[src/verilog/scan_port_pkg.sv]
package scan_port_pkg;

  // ****************************************
  // Scan path lengths
  // ****************************************
  localparam int INSTR_LEN = 3;
  localparam int ID_LEN = 32;
  localparam int CHAIN_LEN = 109;
  localparam int PIN_CELLS = 108;
  localparam int GATE_CELL = 108;

  // ****************************************
  // Instruction codes
  // ****************************************
  localparam logic [2:0] OP_EXTEST = 3'h0;
  localparam logic [2:0] OP_IDCODE = 3'h1;
  localparam logic [2:0] OP_SAMPLE_Z = 3'h2;
  localparam logic [2:0] OP_SAMPLE_PRELOAD = 3'h4;
  localparam logic [2:0] OP_BYPASS = 3'h7;
  localparam logic [2:0] IR_CAPTURE_PATTERN = 3'h1;

  // ****************************************
  // Identification word fields (values arbitrary)
  // ****************************************
  localparam logic [2:0] ID_REVISION = 3'h1;
  localparam logic [16:0] ID_PART = 17'h0a5a5;
  localparam logic [10:0] ID_VENDOR = 11'h155;
  localparam logic ID_PRESENT = 1'h1;

  // ****************************************
  // Controller states
  // ****************************************
  typedef enum logic [3:0] {
    TEST_LOGIC_RESET, RUN_IDLE, SELECT_DR, CAPTURE_DR, SHIFT_DR, EXIT1_DR,
    PAUSE_DR, EXIT2_DR, UPDATE_DR, SELECT_IR, CAPTURE_IR, SHIFT_IR,
    EXIT1_IR, PAUSE_IR, EXIT2_IR, UPDATE_IR
  } tap_state_e;

  // Serial pins as sampled
  typedef struct packed {
    logic tck;
    logic tms;
    logic tdi;
  } scan_pins_s;

endpackage

[src/verilog/pin_sync.sv]
module pin_sync (
  // Clock and reset
  input wire logic ref_clk,
  input wire logic nrst,
  // Raw pins
  input wire scan_port_pkg::scan_pins_s raw,
  // Filtered pins
  output scan_port_pkg::scan_pins_s clean
);

  // ****************************************
  // Three stages, change accepted when last two agree
  // ****************************************
  scan_port_pkg::scan_pins_s stage1, stage2, stage3, held;
  scan_port_pkg::scan_pins_s next_held;

  always_comb
  begin
    next_held = held;
    // Each pin settles on its own
    for (int i = 0; i < $bits(held); i++)
    begin
      if (stage2[i] == stage3[i])
      begin
        next_held[i] = stage3[i];
      end
    end
  end

  always_ff @(posedge ref_clk)
  begin
    if (!nrst)
    begin
      stage1 <= '0;
      stage2 <= '0;
      stage3 <= '0;
      held <= '0;
    end
    else
    begin
      stage1 <= raw;
      stage2 <= stage1;
      stage3 <= stage2;
      held <= next_held;
    end
  end

  assign clean = held;

endmodule

[src/verilog/sram_boundary_scan_tap.sv]
// Contract
// Mode select and serial input are sampled on test clock rising edge.
// Serial output changes after test clock falling edge.
// Paths: instruction 3, bypass 1, identification 32, boundary 109 bits.
// Code 000 captures ring into boundary chain and connects it.
// Code 001 loads identification word and connects it; memory unaffected.
// Code 010 captures pins, connects chain, tristates all outputs.
// Code 100 captures pins, connects chain; memory unaffected.
// Code 111 connects the one-bit bypass; memory unaffected.
// Controller never loads codes 011, 101, 110; here Update-IR loads any code, and these three select the bypass.
// Identification: revision 31:29, part 28:12, vendor 11:1.
// Identification bit 0 always reads one.
// Cells 0..107 map to package positions; cell 108 is internal.
// Cell 108 gates output bus under code 000; presets high.
// Code 001 becomes current at reset and in test-logic-reset.
// Instruction shifts in Shift-IR, takes effect at Update-IR.
// Controller follows the sixteen-state machine on rising test clock.
module sram_boundary_scan_tap (
  // Clock and reset
  input wire logic ref_clk,
  input wire logic nrst,
  // Test pins
  input wire logic tck,
  input wire logic tms,
  input wire logic tdi,
  output logic tdo,
  output logic tdo_oe_n,
  // Package positions, cells 0..107
  input wire logic [scan_port_pkg::PIN_CELLS-1:0] package_position,
  // Boundary update register and controls toward the pad ring
  output logic [scan_port_pkg::CHAIN_LEN-1:0] boundary_preload,
  output logic extest_active,
  output logic output_bus_enable,
  // Current instruction
  output logic [scan_port_pkg::INSTR_LEN-1:0] current_instruction
);

  // ****************************************
  // Pin sampling and edge detect
  // ****************************************
  scan_port_pkg::scan_pins_s raw_pins, pins;
  logic tck_last;
  logic next_tck_last;
  logic tck_rise, tck_fall;

  assign raw_pins = '{tck: tck, tms: tms, tdi: tdi};

  pin_sync u_pin_sync (
    .ref_clk(ref_clk),
    .nrst(nrst),
    .raw(raw_pins),
    .clean(pins)
  );

  assign next_tck_last = pins.tck;
  assign tck_rise = pins.tck && !tck_last;
  assign tck_fall = !pins.tck && tck_last;

  always_ff @(posedge ref_clk)
  begin
    if (!nrst)
    begin
      tck_last <= 1'b0;
    end
    else
    begin
      tck_last <= next_tck_last;
    end
  end

  // ****************************************
  // Decode helpers
  // ****************************************
  function automatic logic uses_chain(input logic [2:0] op);
    uses_chain = (op == scan_port_pkg::OP_EXTEST) || (op == scan_port_pkg::OP_SAMPLE_Z)
      || (op == scan_port_pkg::OP_SAMPLE_PRELOAD);
  endfunction

  function automatic logic uses_id(input logic [2:0] op);
    uses_id = (op == scan_port_pkg::OP_IDCODE);
  endfunction

  // ****************************************
  // Registers
  // ****************************************
  scan_port_pkg::tap_state_e state, next_state;
  logic [scan_port_pkg::INSTR_LEN-1:0] ir_shift, next_ir_shift;
  logic [scan_port_pkg::INSTR_LEN-1:0] ir_cur, next_ir_cur;
  logic bypass_cell, next_bypass_cell;
  logic [scan_port_pkg::ID_LEN-1:0] id_shift, next_id_shift;
  logic [scan_port_pkg::CHAIN_LEN-1:0] chain, next_chain;
  logic [scan_port_pkg::CHAIN_LEN-1:0] preload, next_preload;
  logic tdo_q, next_tdo_q;
  logic oe_n_q, next_oe_n_q;
  logic [scan_port_pkg::ID_LEN-1:0] id_word;

  assign id_word = {scan_port_pkg::ID_REVISION, scan_port_pkg::ID_PART,
    scan_port_pkg::ID_VENDOR, scan_port_pkg::ID_PRESENT};

  // ****************************************
  // State machine
  // ****************************************
  always_comb
  begin
    next_state = state;
    if (tck_rise)
    begin
      unique case (state)
        scan_port_pkg::TEST_LOGIC_RESET:
          next_state = pins.tms ? scan_port_pkg::TEST_LOGIC_RESET : scan_port_pkg::RUN_IDLE;
        scan_port_pkg::RUN_IDLE:
          next_state = pins.tms ? scan_port_pkg::SELECT_DR : scan_port_pkg::RUN_IDLE;
        scan_port_pkg::SELECT_DR:
          next_state = pins.tms ? scan_port_pkg::SELECT_IR : scan_port_pkg::CAPTURE_DR;
        scan_port_pkg::CAPTURE_DR:
          next_state = pins.tms ? scan_port_pkg::EXIT1_DR : scan_port_pkg::SHIFT_DR;
        scan_port_pkg::SHIFT_DR:
          next_state = pins.tms ? scan_port_pkg::EXIT1_DR : scan_port_pkg::SHIFT_DR;
        scan_port_pkg::EXIT1_DR:
          next_state = pins.tms ? scan_port_pkg::UPDATE_DR : scan_port_pkg::PAUSE_DR;
        scan_port_pkg::PAUSE_DR:
          next_state = pins.tms ? scan_port_pkg::EXIT2_DR : scan_port_pkg::PAUSE_DR;
        scan_port_pkg::EXIT2_DR:
          next_state = pins.tms ? scan_port_pkg::UPDATE_DR : scan_port_pkg::SHIFT_DR;
        scan_port_pkg::UPDATE_DR:
          next_state = pins.tms ? scan_port_pkg::SELECT_DR : scan_port_pkg::RUN_IDLE;
        scan_port_pkg::SELECT_IR:
          next_state = pins.tms ? scan_port_pkg::TEST_LOGIC_RESET : scan_port_pkg::CAPTURE_IR;
        scan_port_pkg::CAPTURE_IR:
          next_state = pins.tms ? scan_port_pkg::EXIT1_IR : scan_port_pkg::SHIFT_IR;
        scan_port_pkg::SHIFT_IR:
          next_state = pins.tms ? scan_port_pkg::EXIT1_IR : scan_port_pkg::SHIFT_IR;
        scan_port_pkg::EXIT1_IR:
          next_state = pins.tms ? scan_port_pkg::UPDATE_IR : scan_port_pkg::PAUSE_IR;
        scan_port_pkg::PAUSE_IR:
          next_state = pins.tms ? scan_port_pkg::EXIT2_IR : scan_port_pkg::PAUSE_IR;
        scan_port_pkg::EXIT2_IR:
          next_state = pins.tms ? scan_port_pkg::UPDATE_IR : scan_port_pkg::SHIFT_IR;
        scan_port_pkg::UPDATE_IR:
          next_state = pins.tms ? scan_port_pkg::SELECT_DR : scan_port_pkg::RUN_IDLE;
      endcase
    end
  end

  always_ff @(posedge ref_clk)
  begin
    if (!nrst)
    begin
      state <= scan_port_pkg::TEST_LOGIC_RESET;
    end
    else
    begin
      state <= next_state;
    end
  end

  // ****************************************
  // Scan paths capture and shift on rising test clock, update on falling
  // ****************************************
  always_comb
  begin
    next_ir_shift = ir_shift;
    next_ir_cur = ir_cur;
    next_bypass_cell = bypass_cell;
    next_id_shift = id_shift;
    next_chain = chain;
    next_preload = preload;
    if (state == scan_port_pkg::TEST_LOGIC_RESET)
    begin
      next_ir_cur = scan_port_pkg::OP_IDCODE;
      next_preload[scan_port_pkg::GATE_CELL] = 1'b1;
    end
    if (tck_rise)
    begin
      unique case (state)
        scan_port_pkg::CAPTURE_IR:
          next_ir_shift = scan_port_pkg::IR_CAPTURE_PATTERN;
        scan_port_pkg::SHIFT_IR:
          next_ir_shift = {pins.tdi, ir_shift[scan_port_pkg::INSTR_LEN-1:1]};
        scan_port_pkg::CAPTURE_DR:
        begin
          next_bypass_cell = 1'b0;
          if (uses_id(ir_cur))
          begin
            next_id_shift = id_word;
          end
          if (uses_chain(ir_cur))
          begin
            // Pin cells from package, internal cell keeps its update value
            next_chain = {preload[scan_port_pkg::GATE_CELL], package_position};
          end
        end
        scan_port_pkg::SHIFT_DR:
        begin
          if (uses_id(ir_cur))
          begin
            next_id_shift = {pins.tdi, id_shift[scan_port_pkg::ID_LEN-1:1]};
          end
          else if (uses_chain(ir_cur))
          begin
            // Input at the top cell, output from cell 0
            next_chain = {pins.tdi, chain[scan_port_pkg::CHAIN_LEN-1:1]};
          end
          else
          begin
            next_bypass_cell = pins.tdi;
          end
        end
        default:
        begin
        end
      endcase
    end
    if (tck_fall)
    begin
      if (state == scan_port_pkg::UPDATE_IR)
      begin
        next_ir_cur = ir_shift;
      end
      if (state == scan_port_pkg::UPDATE_DR && uses_chain(ir_cur))
      begin
        next_preload = chain;
      end
    end
  end

  always_ff @(posedge ref_clk)
  begin
    if (!nrst)
    begin
      ir_shift <= scan_port_pkg::OP_IDCODE;
      ir_cur <= scan_port_pkg::OP_IDCODE;
      bypass_cell <= 1'b0;
      id_shift <= '0;
      chain <= '0;
      preload <= {1'b1, {scan_port_pkg::PIN_CELLS{1'b0}}};
    end
    else
    begin
      ir_shift <= next_ir_shift;
      ir_cur <= next_ir_cur;
      bypass_cell <= next_bypass_cell;
      id_shift <= next_id_shift;
      chain <= next_chain;
      preload <= next_preload;
    end
  end

  // ****************************************
  // Serial output on falling test clock
  // ****************************************
  always_comb
  begin
    next_tdo_q = tdo_q;
    next_oe_n_q = oe_n_q;
    if (tck_fall)
    begin
      next_oe_n_q = !(state == scan_port_pkg::SHIFT_DR || state == scan_port_pkg::SHIFT_IR);
      if (state == scan_port_pkg::SHIFT_IR)
      begin
        next_tdo_q = ir_shift[0];
      end
      else if (uses_id(ir_cur))
      begin
        next_tdo_q = id_shift[0];
      end
      else if (uses_chain(ir_cur))
      begin
        next_tdo_q = chain[0];
      end
      else
      begin
        next_tdo_q = bypass_cell;
      end
    end
  end

  always_ff @(posedge ref_clk)
  begin
    if (!nrst)
    begin
      tdo_q <= 1'b0;
      oe_n_q <= 1'b1;
    end
    else
    begin
      tdo_q <= next_tdo_q;
      oe_n_q <= next_oe_n_q;
    end
  end

  // ****************************************
  // Outputs
  // ****************************************
  assign tdo = tdo_q;
  assign tdo_oe_n = oe_n_q;
  assign boundary_preload = preload;
  assign current_instruction = ir_cur;
  assign extest_active = (ir_cur == scan_port_pkg::OP_EXTEST);
  // Data bus drive: off under 010, gated by cell 108 under 000
  assign output_bus_enable = !(ir_cur == scan_port_pkg::OP_SAMPLE_Z)
    && !(extest_active && !preload[scan_port_pkg::GATE_CELL]);

endmodule

[config.mk]
export PLATFORM = sky130hd
export DESIGN_NAME = sram_boundary_scan_tap
export DESIGN_NICKNAME = d
export VERILOG_FILES = /design/src/verilog/scan_port_pkg.sv /design/src/verilog/pin_sync.sv /design/src/verilog/sram_boundary_scan_tap.sv
export SDC_FILE = /design/constraint.sdc
export NUM_CORES = 1
export LEC_CHECK = 0
export BUFFER_PORTS_ARGS = -buffer_cell sky130_fd_sc_hd__buf_4
export CORE_AREA = 2 2 212 214
export DETAILED_ROUTE_END_ITERATION = 8
export DIE_AREA = 0 0 214 216
export REMOVE_ABC_BUFFERS = 1
export SETUP_SLACK_MARGIN = 0.3
export SYNTH_ARGS = -nofsm -noshare
export SYNTH_HDL_FRONTEND = slang
export SYNTH_SLANG_ARGS = --single-unit
[constraint.sdc]
create_clock -name ref_clk -period 2.85 [get_ports ref_clk]
set_clock_uncertainty 0.1 [all_clocks]
set_input_delay 0.1425 -clock ref_clk [delete_from_list [all_inputs] [get_ports ref_clk]]
set_output_delay 0.1425 -clock ref_clk [all_outputs]
set_load 0.03 [all_outputs]
==> results of run 1 <==
[Yosys cell counts (2+ instances only)]
cell | instances | area share [%]
dfxtp_1 | 276 | 51
a311oi_1 | 111 | 9.0
nand3_1 | 4 | 0.18
nor3_1 | 34 | 1.6
nand3b_1 | 5 | 0.35
nor2_1 | 136 | 4.7
xor2_1 | 2 | 0.16
nor2b_1 | 21 | 1.2
inv_1 | 3 | 0.10
nand2b_1 | 3 | 0.17
mux2i_1 | 3 | 0.28
and2_1 | 10 | 0.58
a22oi_1 | 17 | 1.2
and3_1 | 2 | 0.12
buf_6 | 13 | 1.3
buf_2 | 23 | 1.1
a21oi_1 | 122 | 5.6
o21ai_0 | 9 | 0.41
buf_1 | 5 | 0.17
nand2_1 | 449 | 16
o311ai_0 | 2 | 0.16
clkbuf_1 | 80 | 2.8
[registers in the layout, indices dropped and copies added, names as in the netlist]
register	cells
u_pin_sync.clean	3
ir_shift	3
u_pin_sync.stage1	3
current_instruction	3
u_pin_sync.stage3	3
tdo	1
chain	109
id_shift	32
tck_last	1
u_pin_sync.stage2	3
tdo_oe_n	1
bypass_cell	1
state	4
boundary_preload	109
[routing by layer]
metal  up-vias  GRT usage (%)
met2       287           22.3
met5         -              0
li1       5193              -
met1      4850           18.3
met3        45           2.75
met4         0           3.54
[cell type report]
cell class	instances	area [um^2]
Clock buffer	42	877
Clock inverter	15	200
Fill cell	4520	28500
Inverter	4	22.5
Multi-Input combinational cell	957	4740
Sequential cell	276	5530
Tap cell	592	741
Timing Repair Buffer	373	3210
[where the power goes]
part | total (mW) | internal [mW] | switching (mW)
combinational | 0.375 | 0.225 | 0.149
clock | 4.18 | 2.52 | 1.66
sequential | 3.87 | 3.86 | 0.00209
[metrics by stage]
stage / hold slack (ns) / instances / cell area [um^2] / setup WS (ns)
floorplan: 0.104 / 1237 / 10300 / -4.20
global placement: 0.257 / 2087 / 13100 / 0.633
detailed placement: 0.255 / 2087 / 13100 / 0.614
CTS: 0.262 / 2259 / 15300 / 0.574
global route: 0.287 / 2259 / 15300 / 0.385
finish: 0.301 / 2259 / 15300 / 0.545
[worst paths after layout]
kind | slack (ns) | startpoint | end
max | 0.55 | state[0] | chain[11]
min | 0.30 | package_position[1] | chain[1]
max reg2reg | 0.55 | state[0] | chain[11]
min reg2reg | 0.33 | u_pin_sync.stage1[2] | u_pin_sync.stage2[2]
[tightest hold or removal path, delay by kind of cell]
kind | cells | cell delay [ns]
buf+inv | 2 | 0.66
compound gates | 1 | 0.08
simple gates | 1 | 0.04
[cells by family after synthesis]
group | after synthesis | share of synthesized area, %
AOI/OAI and AO/OA | 276 | 17.7
and+or+nand+nor | 675 | 25.3
DFF | 276 | 50.9
xor gates and xnor gates | 2 | 0.161
muxes | 4 | 0.380
buffers and inverters | 126 | 5.55
==> summary.txt, run 1 <==
Clocking
  – Clock sink count: 276
  – CTS tree: done
  – Max Root-Sink Buffers: 3
  – CTS clk-pin slew, worst paths: 0.06 ns
  – Total CTS buffers: 31
  – Setup Buffers After CTS: 0
  – CTS Hold Bufs: 115
  – CTS root buf: clkbuf_16
  – PostCTS Resize Cnt: 0
  – H-tree depth: 1
  – Worst-Skew Late Latency: 0.57 ns

Routing
  – Metal3 WL: 1.87 mm
  – Post-route antenna net violation count: 0
  – Via count: 10400
  – Metal1 wirelength: 15.3 mm
  – Final WL: 32.5 mm
  – Residual DRC: 0
  – DR WL/cell: 14.4 um
  – WL met2: 14.8 mm
  – Post-DR vias/cell: 4.59
  – DR top layer: met4
  – DR pass1 iterations: 5
  – Initial DRC Count: 559

Synthesis
  – Top_reg_cell synth: dfxtp_1
  – FFs w/ async S/R, synth: 0%
  – Warnings, synthesis: 0
  – Count of cell types in the netlist: 51
  – Post-synth EDFFs: 0
  – Seq/Total Area, Yosys: 50.9%
  – Syn Area/Cell: 7.99 um^2
  – Syn Std Cell Area: 10900 um^2
  – #FFs+latches synth: 276
  – Post-Syn Instances: 1359

STA
  – Final setup viols: 0
  – Slew Limit Fails: 0
  – RSZ-0062 raised after global routing: no
  – Setup TNS: 0 ns
  – Peak Freq: 434 MHz
  – Fin crit period: 2.30 ns
  – Max-slew headroom: 53.1%
  – Slew @ Worst Pin: 0.703 ns
  – Final Hold Vio Count: 0
  – Period Utilization, post-route: 80.9%

Power
  – Pleak: 5.66 nW
  – Power Total: 8.42 mW
  – Worst VDD drop: 397 uV
  – Power per cell area: 550 nW/um^2

Floorplanning
  – Core box area: 43800 um^2
  – Row cnt: 77
  – Ports: 229
  – Initial Utilization: 24.8%
  – Die Span Y: 216 um
  – Die Footprint: 46200 um^2
  – Die width: 214 um

Cells and area
  – Final net count: 1756
  – Synth-to-Final Area Change: 41.1%
  – Commonest non-fill, non-tap cell in the layout: nand2_1
  – Fin util: 35.0%
  – Share of post-route cells with drive strength above 1: 19.1%
  – Most frequent cells in the layout: 449 x nand2_1, 276 x dfxtp_1, 248 x buf_4
  – # diodes: 0

Worst setup path
  – Critical Path End Type: register
  – Worst R2R Path Depth: 5
  – Setup CP Type: register to register
  – WP data required: 3.21 ns
  – Worst EP arrival: 2.67 ns
  – CP bufs+invs: 1
  – CP Max Fanout: 94
  – CP max stage delay: 0.50 ns
  – Crit-path leading delay family: compound AO/OA/AOI/OAI gates
  – CP Launch Type: register
  – Cell breakdown of the critical path: or3b_4, a2111oi_4, buf_12, nor2_1, a311oi_1
  – Critical path's slowest cell: a2111oi_4
  – Stages on worst setup path: 5

Placement
  – DP HPWL: 20.4 mm
  – PortBufs: 228
  – GPL Wtd Cong: 0.779

GRT
  – Largest net degree at the start of global routing: 112
  – GRT Residual Overflow: 0
  – Vias in the first global route: 10100
  – Initial antenna violation count: 0
  – First-pass GRT wire length: 52.9 mm
  – Gr usage total: 13.6%

Hold path
  – Hold crit path type: input port to register
  – Hold Crit Depth: 4

Job
  – Max-cap violations: 0

Outcome
  – Status: finished clean
Power figures use the tool's default switching activity.
==> run 2: changes to the inputs <==
==> constraint.sdc (replaced) <==
create_clock -name ref_clk -period 2 [get_ports ref_clk]
set_clock_uncertainty 0.1 [all_clocks]
set_input_delay 0.1 -clock ref_clk [delete_from_list [all_inputs] [get_ports ref_clk]]
set_output_delay 0.1 -clock ref_clk [all_outputs]
set_load 0.03 [all_outputs]
==> summary.txt, run 2 (synthesis results as in run 1) <==
Worst setup path
  – CP Max Fanout: 9
  – Worst EP arrival: 2.36 ns
  – CP Launch Type: register
  – Worst R2R Path Depth: 7
  – End point of the critical path: chain[4]
  – WP data required: 2.32 ns
  – Reg2reg end: chain[4]
  – Worst Setup SP: state[0]
  – Setup CP Type: register to register
  – Reg2reg start: state[0]
  – Critical Path End Type: register
  – Flop-to-flop setup slack: -0.04 ns

Placement
  – Inst Count DP: 2112
  – PortBufs: 228
  – GPL Wtd Cong: 0.740
  – DP HPWL: 21.3 mm
  – Dpl cell area: 13300 um^2
  – Setup WS pre-CTS: -0.179 ns

Clocking
  – Clock sink count: 276
  – CTS clk-pin slew, worst paths: 0.06 ns
  – CTS root buf: clkbuf_16
  – Worst-Skew Late Latency: 0.54 ns
  – H-tree depth: 2
  – Max Root-Sink Buffers: 3
  – CTS tree: done
  – Total CTS buffers: 34

Power
  – Worst VDD drop: 487 uV
  – Pleak: 6.52 nW
  – Power Total: 12.6 mW
  – Power per cell area: 740 nW/um^2

Floorplanning
  – Die width: 214 um
  – Die Footprint: 46200 um^2
  – Initial Utilization: 24.8%
  – Ports: 229
  – Die Span Y: 216 um
  – Core box area: 43800 um^2
  – Row cnt: 77

Cells and area
  – Fin util: 38.8%
  – # diodes: 0
  – Fin cells: 2345
  – Commonest non-fill, non-tap cell in the layout: nand2_1
  – Most frequent cells in the layout: 446 x nand2_1, 273 x dfxtp_1, 269 x buf_4
  – Synth-to-Final Area Change: 56.5%
  – Finished Cell Area: 17000 um^2
  – Final net count: 1841
  – Share of post-route cells with drive strength above 1: 25.2%
  – FILL cells: 4364

Routing
  – DR pass1 iterations: 7
  – Initial DRC Count: 763
  – Post-route antenna net violation count: 0
  – Via count: 11100
  – Residual DRC: 0
  – DR WL/cell: 16.6 um
  – Post-DR vias/cell: 4.73
  – Final WL: 39.0 mm

GRT
  – GRT Residual Overflow: 0
  – Initial antenna violation count: 0
  – Vias in the first global route: 10600
  – First-pass GRT wire length: 59.4 mm
  – Largest net degree at the start of global routing: 88
  – Gr usage total: 16.0%

STA
  – Fin crit period: 2.04 ns
  – Slew Limit Fails: 0
  – Worst hold slack: 0.300 ns
  – Max-slew headroom: 61.4%
  – Setup TNS: -0.819 ns
  – Peak Freq: 490 MHz
  – Setup ws final: -0.0396 ns
  – Final setup viols: 67
  – RSZ-0062 raised after global routing: yes
  – Slew @ Worst Pin: 0.580 ns
  – Final Hold Vio Count: 0
  – Period Utilization, post-route: 102%

Job
  – Max-cap violations: 0

Outcome
  – Failing checks: negative setup slack
  – Status: finished, violations left

Hold path
  – Hold Path Origin: package_position[58]
  – Hold crit path type: input port to register
## run 2: changes by cell type in the layout (fill, tap and decap cells not counted), sizes merged
cell,change
clkinv,+1
buf,+69
bufbuf,+9
clkbuf,+6
clkinvlp,+1
or4b,+1
inv,-1
## run 2: how the worst min path moves through the flow
stage                                         to  cells past startpoint
after floorplan           current_instruction[0]                      1
after global placement      u_pin_sync.stage1[0]                      2
after detailed placement    u_pin_sync.stage1[0]                      2
after CTS                               chain[2]                      4
after global routing                   chain[64]                      4
final                                  chain[58]                      4
## run 2: report_power, final
group	switching, mW	total, mW	leakage [nW]	internal [mW]
Clock	2.48	6.51	0.586	4.03
Sequential	0.00280	5.51	2.22	5.51
Combinational	0.225	0.556	3.71	0.331
Total	2.71	12.6	6.52	9.86
## run 2: final cells by class
class,instances,area [um^2],share of cell area [%]
clock buffer,45,996,5.86
inverter,4,22.5,0.133
tap,592,741,4.36
multi-input combinational,958,4930,29.0
sequential,276,5530,32.5
timing repair buffer,454,4590,27.0
clock inverter,16,189,1.11
## run 2: worst max-delay path: stages, from the launching register on
cell and delay (ns):
dfxtp_2 0.33, or3b_4 0.41, a2111oi_4 0.31, buf_6 0.18
buf_12 0.17, buf_8 0.14, nor2_1 0.04, a311oi_1 0.24
## run 2: repair_timing
action	in CTS	in global routing
gates cloned	22	4
setup buffers	28	3
setup endpoints to repair	254	260
hold endpoints to repair	124	0
pin swaps	27	31
gates resized for setup	88	20
hold buffers	115	0
## run 2: metal layers
| metal | track usage [%] | share of wire [%] | wire (um) | vias to the layer above |
|---|---|---|---|---|
| li1 | - | - | - | 5385 |
| met1 | 21.0 | 45 | 17400 | 5269 |
| met3 | 3.58 | 6.3 | 2480 | 55 |
| met4 | 4.76 | 2.1 | 824 | 0 |
| met2 | 26.3 | 47 | 18300 | 377 |
| met5 | 0 | 0 | 0 | - |
